File: src/shared/adc_seq_cfg.svh
`ifndef ADC_SEQ_CFG_SVH
`define ADC_SEQ_CFG_SVH

// ****************************************
// Converter clock
// ****************************************
`define SYS_CLK_NS 10
`define CONV_CLK_NS 400
`define DIV_COUNT (`CONV_CLK_NS / `SYS_CLK_NS)
`define DIV_W 6

// ****************************************
// Sequence lengths, in converter clock cycles
// ****************************************
`define CYC_W 7
`define PWRUP_CAL_CYC 7'd105
`define LEGACY_CONV_CYC 7'd62
`define FAST_CONV_CYC 7'd24
`define LEGACY_SAMP_FIRST 7'd41
`define LEGACY_SAMP_LAST 7'd49
`define FAST_SAMP_FIRST 7'd3
`define FAST_SAMP_LAST 7'd10

// ****************************************
// Capacitor rotation and fast-mode command word
// ****************************************
`define NUM_CAPS 3'd7
`define CMD_W 6
`define CMD_CONVERT 6'h01
`define CMD_CALIBRATE 6'h02

`endif

File: src/shared/adc_seq_pkg.sv
`include "adc_seq_cfg.svh"

package adc_seq_pkg;

  // ****************************************
  // Host bus as seen at the pins
  // ****************************************
  typedef struct packed {
    logic cs_n;
    logic wr_n;
    logic rd_n;
    logic status_n;
    logic [`CMD_W-1:0] data;
  } host_bus_t;

  // ****************************************
  // Decoded strobe events
  // ****************************************
  typedef struct packed {
    logic wr_fall;
    logic wr_rise;
    logic rd_fall;
    logic stat_wr;
    logic [`CMD_W-1:0] cmd;
  } strobe_ev_t;

  typedef enum logic [1:0] {
    ST_POWERUP = 2'b00,
    ST_CAL = 2'b01,
    ST_IDLE = 2'b10,
    ST_CONV = 2'b11
  } seq_state_t;

endpackage : adc_seq_pkg

File: src/hw/adc_conversion_sequencer.sv
`timescale 1ns/1ns
`default_nettype none
`include "adc_seq_cfg.svh"

// Functional notes
// - Legacy mode signals completion at the end of converter cycle 62.
// - Fast mode signals completion at the end of converter cycle 24.
// - Legacy mode calibrates the capacitors by itself after power-up.
// - That power-up calibration lasts 105 converter cycles.
// - No conversion runs while the power-up calibration is running.
// - Fast mode calibrates only on a host calibration command word.
// - Fast mode accepts a conversion from the first cycle after power-up.
// - Legacy conversion starts when chip select and write go low together.
// - Fast conversion starts on the end of a write carrying the convert word.
// - Legacy sampling covers converter cycles 41 through 49.
// - Fast sampling covers converter cycles 3 through 10.
// - Completion output goes low once the result is ready.
// - A new request is taken right after completion, no recovery.
// - A request during a conversion aborts it and restarts from cycle one.
// - Legacy abort before sampling keeps the same capacitor for the restart.
// - Legacy abort after sampling began moves to the next capacitor.
// - Mode select low means legacy mode, high means fast mode.
// - Completion output clears on a select-read or select-write low edge.
// - Legacy conversions rotate calibration through seven capacitors.
// - Select, write and status low together reset logic and abort.
module adc_conversion_sequencer (
  input wire logic clk_sys,
  input wire logic sys_rst,
  input wire logic mode_sel,
  input wire adc_seq_pkg::host_bus_t bus,
  output logic int_n,
  output logic conv_busy,
  output logic sampling,
  output logic cal_busy,
  output logic [2:0] cal_cap,
  output logic conv_done
);

  // ****************************************
  // State
  // ****************************************
  typedef struct packed {
    adc_seq_pkg::seq_state_t fsm;
    logic [`CYC_W-1:0] cyc;
    logic fast;
    logic [2:0] cap;
    logic adv_pending;
    logic int_n;
    logic done;
    logic sampling;
  } seq_t;

  seq_t cur;
  seq_t next_cur;

  adc_seq_pkg::strobe_ev_t ev;
  logic tick;
  logic restart;
  logic fast_mode;
  logic start_req;
  logic cal_req;
  logic start_ok;

  // ****************************************
  // Helpers
  // ****************************************
  function automatic logic [2:0] next_cap(input logic [2:0] c);
    if (c == `NUM_CAPS - 3'd1) begin
      next_cap = 3'd0;
    end else begin
      next_cap = c + 3'd1;
    end
  endfunction : next_cap

  function automatic logic in_window(
    input logic [`CYC_W-1:0] c,
    input logic [`CYC_W-1:0] lo,
    input logic [`CYC_W-1:0] hi
  );
    in_window = (c >= lo) && (c <= hi);
  endfunction : in_window

  function automatic logic [`CYC_W-1:0] last_cycle(input logic f);
    if (f) begin
      last_cycle = `FAST_CONV_CYC;
    end else begin
      last_cycle = `LEGACY_CONV_CYC;
    end
  endfunction : last_cycle

  // ****************************************
  // Submodules
  // ****************************************
  strobe_decode u_strobe (
    .clk_sys(clk_sys),
    .sys_rst(sys_rst),
    .bus(bus),
    .ev(ev)
  );

  conv_clock_div u_div (
    .clk_sys(clk_sys),
    .sys_rst(sys_rst),
    .restart(restart),
    .tick(tick)
  );

  // ****************************************
  // Request decode
  // ****************************************
  assign fast_mode = mode_sel;

  always_comb begin
    if (fast_mode) begin
      // The command word is read when the write ends
      start_req = ev.wr_rise && (ev.cmd == `CMD_CONVERT);
    end else begin
      start_req = ev.wr_fall && !ev.stat_wr;
    end
  end

  assign cal_req = fast_mode && ev.wr_rise && (ev.cmd == `CMD_CALIBRATE);

  always_comb begin
    if (fast_mode) begin
      // Accepted even before any calibration has been done
      start_ok = 1'b1;
    end else begin
      // Power-up and its calibration lock out conversions
      start_ok = (cur.fsm == adc_seq_pkg::ST_IDLE) ||
                 (cur.fsm == adc_seq_pkg::ST_CONV);
    end
  end

  assign restart = !ev.stat_wr && ((start_req && start_ok) || cal_req);

  // ****************************************
  // Sequencer
  // ****************************************
  always_comb begin
    next_cur = cur;
    next_cur.done = 1'b0;

    // Clear first so that a completion in the same cycle wins
    if (ev.rd_fall || ev.wr_fall) begin
      next_cur.int_n = 1'b1;
    end

    case (cur.fsm)
      adc_seq_pkg::ST_POWERUP: begin
        if (fast_mode) begin
          next_cur.fsm = adc_seq_pkg::ST_IDLE;
        end else begin
          next_cur.fsm = adc_seq_pkg::ST_CAL;
          next_cur.cyc = `CYC_W'(1);
        end
      end
      adc_seq_pkg::ST_CAL: begin
        if (tick) begin
          if (cur.cyc == `PWRUP_CAL_CYC) begin
            next_cur.fsm = adc_seq_pkg::ST_IDLE;
            next_cur.cyc = '0;
          end else begin
            next_cur.cyc = cur.cyc + `CYC_W'(1);
          end
        end
      end
      adc_seq_pkg::ST_CONV: begin
        if (tick) begin
          if (cur.cyc == last_cycle(cur.fast)) begin
            next_cur.fsm = adc_seq_pkg::ST_IDLE;
            next_cur.cyc = '0;
            next_cur.done = 1'b1;
            next_cur.int_n = 1'b0;
          end else begin
            next_cur.cyc = cur.cyc + `CYC_W'(1);
          end
        end
      end
      adc_seq_pkg::ST_IDLE: begin
        next_cur.cyc = '0;
      end
      default: begin
        next_cur.fsm = adc_seq_pkg::ST_IDLE;
        next_cur.cyc = '0;
      end
    endcase

    // Once legacy sampling begins this capacitor's turn is used up
    if ((next_cur.fsm == adc_seq_pkg::ST_CONV) && !cur.fast &&
        (next_cur.cyc == `LEGACY_SAMP_FIRST)) begin
      next_cur.adv_pending = 1'b1;
    end

    if (ev.stat_wr) begin
      // Status write beats every other request in the same cycle
      next_cur.fsm = adc_seq_pkg::ST_IDLE;
      next_cur.cyc = '0;
      next_cur.cap = 3'd0;
      next_cur.adv_pending = 1'b0;
      next_cur.int_n = 1'b1;
      next_cur.done = 1'b0;
    end else if (start_req && start_ok) begin
      // Restart from cycle one, aborting any running sequence
      next_cur.fsm = adc_seq_pkg::ST_CONV;
      next_cur.cyc = `CYC_W'(1);
      next_cur.fast = fast_mode;
      if (next_cur.adv_pending) begin
        next_cur.cap = next_cap(cur.cap);
        next_cur.adv_pending = 1'b0;
      end else begin
        next_cur.cap = cur.cap;
      end
    end else if (cal_req) begin
      next_cur.fsm = adc_seq_pkg::ST_CAL;
      next_cur.cyc = `CYC_W'(1);
      next_cur.fast = 1'b1;
    end

    // Sampling window follows the cycle that will be running
    if (next_cur.fsm != adc_seq_pkg::ST_CONV) begin
      next_cur.sampling = 1'b0;
    end else if (next_cur.fast) begin
      next_cur.sampling = in_window(next_cur.cyc, `FAST_SAMP_FIRST,
                                    `FAST_SAMP_LAST);
    end else begin
      next_cur.sampling = in_window(next_cur.cyc, `LEGACY_SAMP_FIRST,
                                    `LEGACY_SAMP_LAST);
    end
  end

  // ****************************************
  // Registers
  // ****************************************
  always_ff @(posedge clk_sys) begin
    if (sys_rst) begin
      cur.fsm <= adc_seq_pkg::ST_POWERUP;
      cur.cyc <= '0;
      cur.fast <= 1'b0;
      cur.cap <= 3'd0;
      cur.adv_pending <= 1'b0;
      cur.int_n <= 1'b1;
      cur.done <= 1'b0;
      cur.sampling <= 1'b0;
    end else begin
      cur <= next_cur;
    end
  end

  // ****************************************
  // Outputs
  // ****************************************
  assign int_n = cur.int_n;
  assign conv_busy = (cur.fsm == adc_seq_pkg::ST_CONV);
  assign cal_busy = (cur.fsm == adc_seq_pkg::ST_CAL) ||
                    (cur.fsm == adc_seq_pkg::ST_POWERUP);
  assign sampling = cur.sampling;
  assign cal_cap = cur.cap;
  assign conv_done = cur.done;

endmodule : adc_conversion_sequencer
`default_nettype wire

File: src/hw/conv_clock_div.sv
`timescale 1ns/1ns
`default_nettype none
`include "adc_seq_cfg.svh"

module conv_clock_div (
  input wire logic clk_sys,
  input wire logic sys_rst,
  input wire logic restart,
  output logic tick
);

  typedef struct packed {
    logic [`DIV_W-1:0] cnt;
  } div_state_t;

  localparam logic [`DIV_W-1:0] LAST = `DIV_W'(`DIV_COUNT - 1);

  div_state_t cur;
  div_state_t next_cur;

  // Restart realigns the phase so cycle 1 of a requested sequence is always whole
  assign tick = (cur.cnt == LAST) && !restart;

  always_comb begin
    next_cur = cur;
    if (restart || tick) begin
      next_cur.cnt = '0;
    end else begin
      next_cur.cnt = cur.cnt + `DIV_W'(1);
    end
  end

  always_ff @(posedge clk_sys) begin
    if (sys_rst) begin
      cur <= '0;
    end else begin
      cur <= next_cur;
    end
  end

endmodule : conv_clock_div
`default_nettype wire

File: src/hw/strobe_decode.sv
`timescale 1ns/1ns
`default_nettype none
`include "adc_seq_cfg.svh"

module strobe_decode (
  input wire logic clk_sys,
  input wire logic sys_rst,
  input wire adc_seq_pkg::host_bus_t bus,
  output adc_seq_pkg::strobe_ev_t ev
);

  typedef struct packed {
    logic wr_act;
    logic rd_act;
    logic stat_seen;
    logic [`CMD_W-1:0] cmd;
  } dec_state_t;

  dec_state_t cur;
  dec_state_t next_cur;
  logic wr_act;
  logic rd_act;

  assign wr_act = !bus.cs_n && !bus.wr_n;
  assign rd_act = !bus.cs_n && !bus.rd_n;

  always_comb begin
    next_cur = cur;
    next_cur.wr_act = wr_act;
    next_cur.rd_act = rd_act;
    if (wr_act) begin
      // Word is taken while the write is held, so it is stable at the rise
      next_cur.cmd = bus.data;
      if (!bus.status_n) begin
        next_cur.stat_seen = 1'b1;
      end
    end else begin
      next_cur.stat_seen = 1'b0;
    end
  end

  always_comb begin
    ev.wr_fall = wr_act && !cur.wr_act;
    ev.stat_wr = wr_act && !bus.status_n && !cur.stat_seen;
    // A status write never ends as a command write
    ev.wr_rise = !wr_act && cur.wr_act && !cur.stat_seen;
    ev.rd_fall = rd_act && !cur.rd_act;
    ev.cmd = cur.cmd;
  end

  always_ff @(posedge clk_sys) begin
    if (sys_rst) begin
      cur <= '0;
    end else begin
      cur <= next_cur;
    end
  end

endmodule : strobe_decode
`default_nettype wire

File: config.mk
export PLATFORM = sky130hd
export DESIGN_NAME = adc_conversion_sequencer
export DESIGN_NICKNAME = d
export VERILOG_FILES = /design/src/shared/adc_seq_pkg.sv /design/src/hw/adc_conversion_sequencer.sv /design/src/hw/conv_clock_div.sv /design/src/hw/strobe_decode.sv
export VERILOG_INCLUDE_DIRS = /design/src /design/src/shared
export SDC_FILE = /design/constraint.sdc
export NUM_CORES = 1
export LEC_CHECK = 0
export ABC_AREA = 1
export ABC_CLOCK_PERIOD_IN_PS = 2100
export BUFFER_PORTS_ARGS = -buffer_cell sky130_fd_sc_hd__buf_4
export CORE_ASPECT_RATIO = 1.5
export CORE_MARGIN = 1
export CORE_UTILIZATION = 45
export DETAILED_ROUTE_END_ITERATION = 6
export GPL_ROUTABILITY_DRIVEN = 0
export REMOVE_ABC_BUFFERS = 1
export SYNTH_ARGS = -nofsm -noshare
export SYNTH_HDL_FRONTEND = slang
export SYNTH_SLANG_ARGS = --single-unit
export TNS_END_PERCENT = 1
File: constraint.sdc
create_clock -name clk_sys -period 2.1 [get_ports clk_sys]
set_clock_uncertainty 0.05 [all_clocks]
set_input_delay 0.42 -clock clk_sys [delete_from_list [all_inputs] [get_ports clk_sys]]
set_output_delay 0.42 -clock clk_sys [all_outputs]
set_load 0.02 [all_outputs]
==> parameters.txt <==
Parameter                              Value

Finish
  Final Non-Filler Cells ... 427
  Number of filler cells placed in the layout ... 429
  Share of final-layout standard cells stronger than drive strength 1 ... 31.0%
  # diodes ... 0
  P&R area growth vs syn ... 36.8%
  NumNets Final ... ~400

Synth
  Cell accounting for the most synthesized area ... sky130_fd_sc_hd__dfxtp_1
  Post-synth top area share ... 32.0%
  Synthesized instance count ... 322
  Yosys Warn Count ... 0
  Portion of the post-synthesis area used by sequential elements ... 32.0%
  Average size of a mapped cell ... 6.21 sq um
  Post-synth top flop ... sky130_fd_sc_hd__dfxtp_1
  Top cells by area in the synthesized netlist ... sky130_fd_sc_hd__dfxtp_1 32%, sky130_fd_sc_hd__nand2_1 14%, sky130_fd_sc_hd__nand3_1 9.5%, sky130_fd_sc_hd__nor2_1 9.4%, sky130_fd_sc_hd__inv_1 8.3%
  Async SR Flop Fraction ... 0%
  #FFs+latches synth ... 32
  Synth Cell Area ... approximately 2000 sq um
  Unique masters post-synth ... 32
  Count of flip-flops with a built-in enable after synthesis ... 0

Global route
  Vias in the first global route ... about 2,100
  Most used routing layer in global routing ... met2
  Met2 Use GR ... between 40 and 50%
  Pin count of the biggest net entering global routing ... 15
  Global-route wire length before repair ... 8790 microns
  Met1 Use GR ... 23.8%
  Remaining Overflow, GRT ... 0
  Antenna violations before repair ... 0
  GRT Total Usage ... a little under a quarter
  Met3 global-route usage ... approximately 4.7%

STA
  Number of pins exceeding their max-slew limit in the final report ... 0
  Final min period ... 2.06 ns
  Maximum clock rate ... 486 MHz
  Fraction of the cycle the final worst path needs ... 97.9%
  RSZ-0062 raised after global routing ... true
  Slew at the pin with the worst max-slew slack ... ~0.33 ns
  Hold Violations, Final ... 0
  Setup TNS ... 0 ns
  Worst hold slack ... 0.241 ns
  Worst slew margin relative to its limit ... 78.0%
  Total of endpoints with negative setup slack in the final report ... 0

Die
  Width of the chip ... 56.4 microns
  Starting Density ... 47.1%
  Vertical extent of the die ... approximately 84 microns
  Die outline area ... 4720 sq um
  # IOs ... 21
  Placement row count ... 29
  Core Footprint ... 4250 sq um

Min path
  Kind of path behind the tightest hold check ... input pin to flip-flop

CTS
  Sinks on the clock net ... 32
  CTS buffer count ... 5
  Total number of H-tree levels ... 2
  Cell chosen for the clock root ... sky130_fd_sc_hd__clkbuf_8
  # hold bufs at CTS ... 0
  CTS tree ... done
  Insertion delay of the later-clocked pin in the worst-skew pair ... 0.28 ns
  Clk buf depth ... 2
  Clock input transition at the sequential cells of the worst setup and hold paths ... about 0.07 ns

Setup path
  Critical path endpoint category ... flip-flop
  Classification of the worst setup path ... flip-flop to flip-flop
  Critical Path AT ... 2.22 ns
  Crit-path slowest cell ... sky130_fd_sc_hd__dfxtp_1
  Buffer and inverter count on the worst path ... 2
  Cell Chain, Critical Path ... ha_2 > nand3_2 > inv_4 > buf_12 > nand3_4 > o21ai_2 > nand3_1 > nand3_1 > nor2_1 > nand2_1 > nand2_2 > nand2_2 > nand2_1 > a21oi_1
  Crit path max fanout ... 6
  Required time of the worst setup path ... 2.26 ns
  Critical path startpoint category ... flip-flop
  Delay-heaviest family, CP ... simple AND/OR/NAND/NOR gates
  Largest stage delay on the critical path ... 0.33 ns

Routing
  Drt wl/cell ... around 13 microns
  Via count normalized by instance count ... 5.17
  Detailed Routing Iterations Pass 1 ... 4
  Via count of the routed design ... ~2,200
  Post-route ant nets ... 0
  Drt first-iter violations ... 75
  Aggregate routed wire length ... roughly 5400 microns
  DRC violation count after routing ... 0

Job
  Number of violations of the max-capacitance limit ... 0

Run status
  Result of the run ... complete, no violations

Placement
  HPWL after DPL ... 3960 microns
  Count of buffers inserted at the top-level ports ... 20
  Placed Instances ... between 400 and 500

Power and ir drop
  Internal power ... 987 uW
  Clock network fraction of total power ... about 36%
  Switching share of power ... between 20% and 30%
  Total Power Consumption ... 1.35 mW
  Leakage power ... 1.37 nW
  Net switching component of the power ... 360 uW
  Power per cell area ... around 490 nW/um^2
  Peak VDD IR ... 0.505 mV
  Reg power frac ... roughly 48%
  Gate power share ... 16.1%
[sequential cells by signal, summed over array words and instances (netlist names)]
name          cells
cal_cap           3
conv_done         1
cur              11
int_n             1
sampling          1
u_div.cur         6
u_strobe.cur      3
u_strobe.ev       6
[placed cells by master, fill, tap and decap left out, drive strengths merged, types with 3 or more instances in the layout]
cell type  count
nand3         40
nor3           4
nand2         79
buf           62
clkbuf         6
clkinv         3
ha             3
xor2           3
a21oi         12
o21ai         14
dfxtp         32
nand4         16
nor2          52
inv           44
[layout make-up]
type | count | area, sq um | area share (%)
clock buffers | 6 | 82.6 | 3.02
clock inverters | 2 | 10.0 | 0.366
inverters | 45 | 171 | 6.26
multi-input cells | 234 | 1260 | 46.1
flip-flops and latches | 32 | 648 | 23.7
well taps | 46 | 57.6 | 2.10
repair buffers | 62 | 507 | 18.5
[power by group through the flow]
stage,registers (mW),clock network (mW),logic [mW]
after floorplan,0.656,0,0.109
after CTS,0.646,0.498,0.205
final,0.649,0.481,0.216
after detailed placement,0.660,0,0.203
after global placement,0.660,0,0.203
after global routing,0.652,0.526,0.241
[timing repair]
action,CTS,global route
hold endpoints to repair,0,0
gates resized for setup,10,37
pin swaps,3,15
cloned,1,0
setup buffers,0,5
endpoints found under the setup margin,4,5
[logic make-up after synthesis]
kind of cell	Yosys count	share of synthesized area [%]
flip-flops	32	32.0
AND/OR/NAND/NOR	197	44.8
XOR/XNOR	4	1.75
adder cells (fa/ha/maj)	3	1.88
AO/OA/AOI/OAI	29	7.57
buffers and inverters	57	12.0
[Yosys cell counts (3+ instances only)]
cell type / number
sky130_fd_sc_hd__dfxtp_1: 32
sky130_fd_sc_hd__nand2_1: 76
sky130_fd_sc_hd__ha_1: 3
sky130_fd_sc_hd__a21oi_1: 12
sky130_fd_sc_hd__nand4_1: 15
sky130_fd_sc_hd__xor2_1: 3
sky130_fd_sc_hd__buf_4: 3
sky130_fd_sc_hd__nor3_1: 4
sky130_fd_sc_hd__inv_1: 44
sky130_fd_sc_hd__nand3_1: 38
sky130_fd_sc_hd__o21ai_0: 12
sky130_fd_sc_hd__buf_2: 6
sky130_fd_sc_hd__nor2_1: 50
[metrics by stage]
| stage | util (%) | cell area (sq um) | worst slack, ns |
|---|---|---|---|
| after floorplan | - | 1930 | -0.0748 |
| after global placement | 57.5 | 2440 | -0.115 |
| after detailed placement | 57.5 | 2440 | -0.135 |
| after CTS | 60.7 | 2580 | 0.0111 |
| after global routing | 64.5 | 2740 | -0.131 |
| final | 64.5 | 2740 | 0.0443 |
[routing by layer]
metal  wire length [microns]  up-vias
met2                    2880       39
li1                        -     1157
met5                       0        -
met3                     175       15
met4                     187        0
met1                    2140      998
[path summary, 6_finish.rpt]
| kind | start | end | slack (ns) | depth (start not counted) |
|---|---|---|---|---|
| max reg2reg | u_div.cur[0] | cal_cap[0] | 0.04 | 14 |
| max | u_div.cur[0] | cal_cap[0] | 0.04 | 14 |
| min reg2reg | u_strobe.cur[6] | u_strobe.cur[6] | 0.44 | 1 |
| min | bus[7] | u_strobe.cur[7] | 0.24 | 2 |
[worst reg2reg max path: cells and delay by family, from the launching register on]
family                   cells  cell delay [ns]
buffers and inverters        2             0.22
AO/OA/AOI/OAI                2             0.32
adder cells (fa/ha/maj)      1             0.19
flip-flops                   1             0.33
AND/OR/NAND/NOR              9             0.87
(Power assumes the default switching activity.)
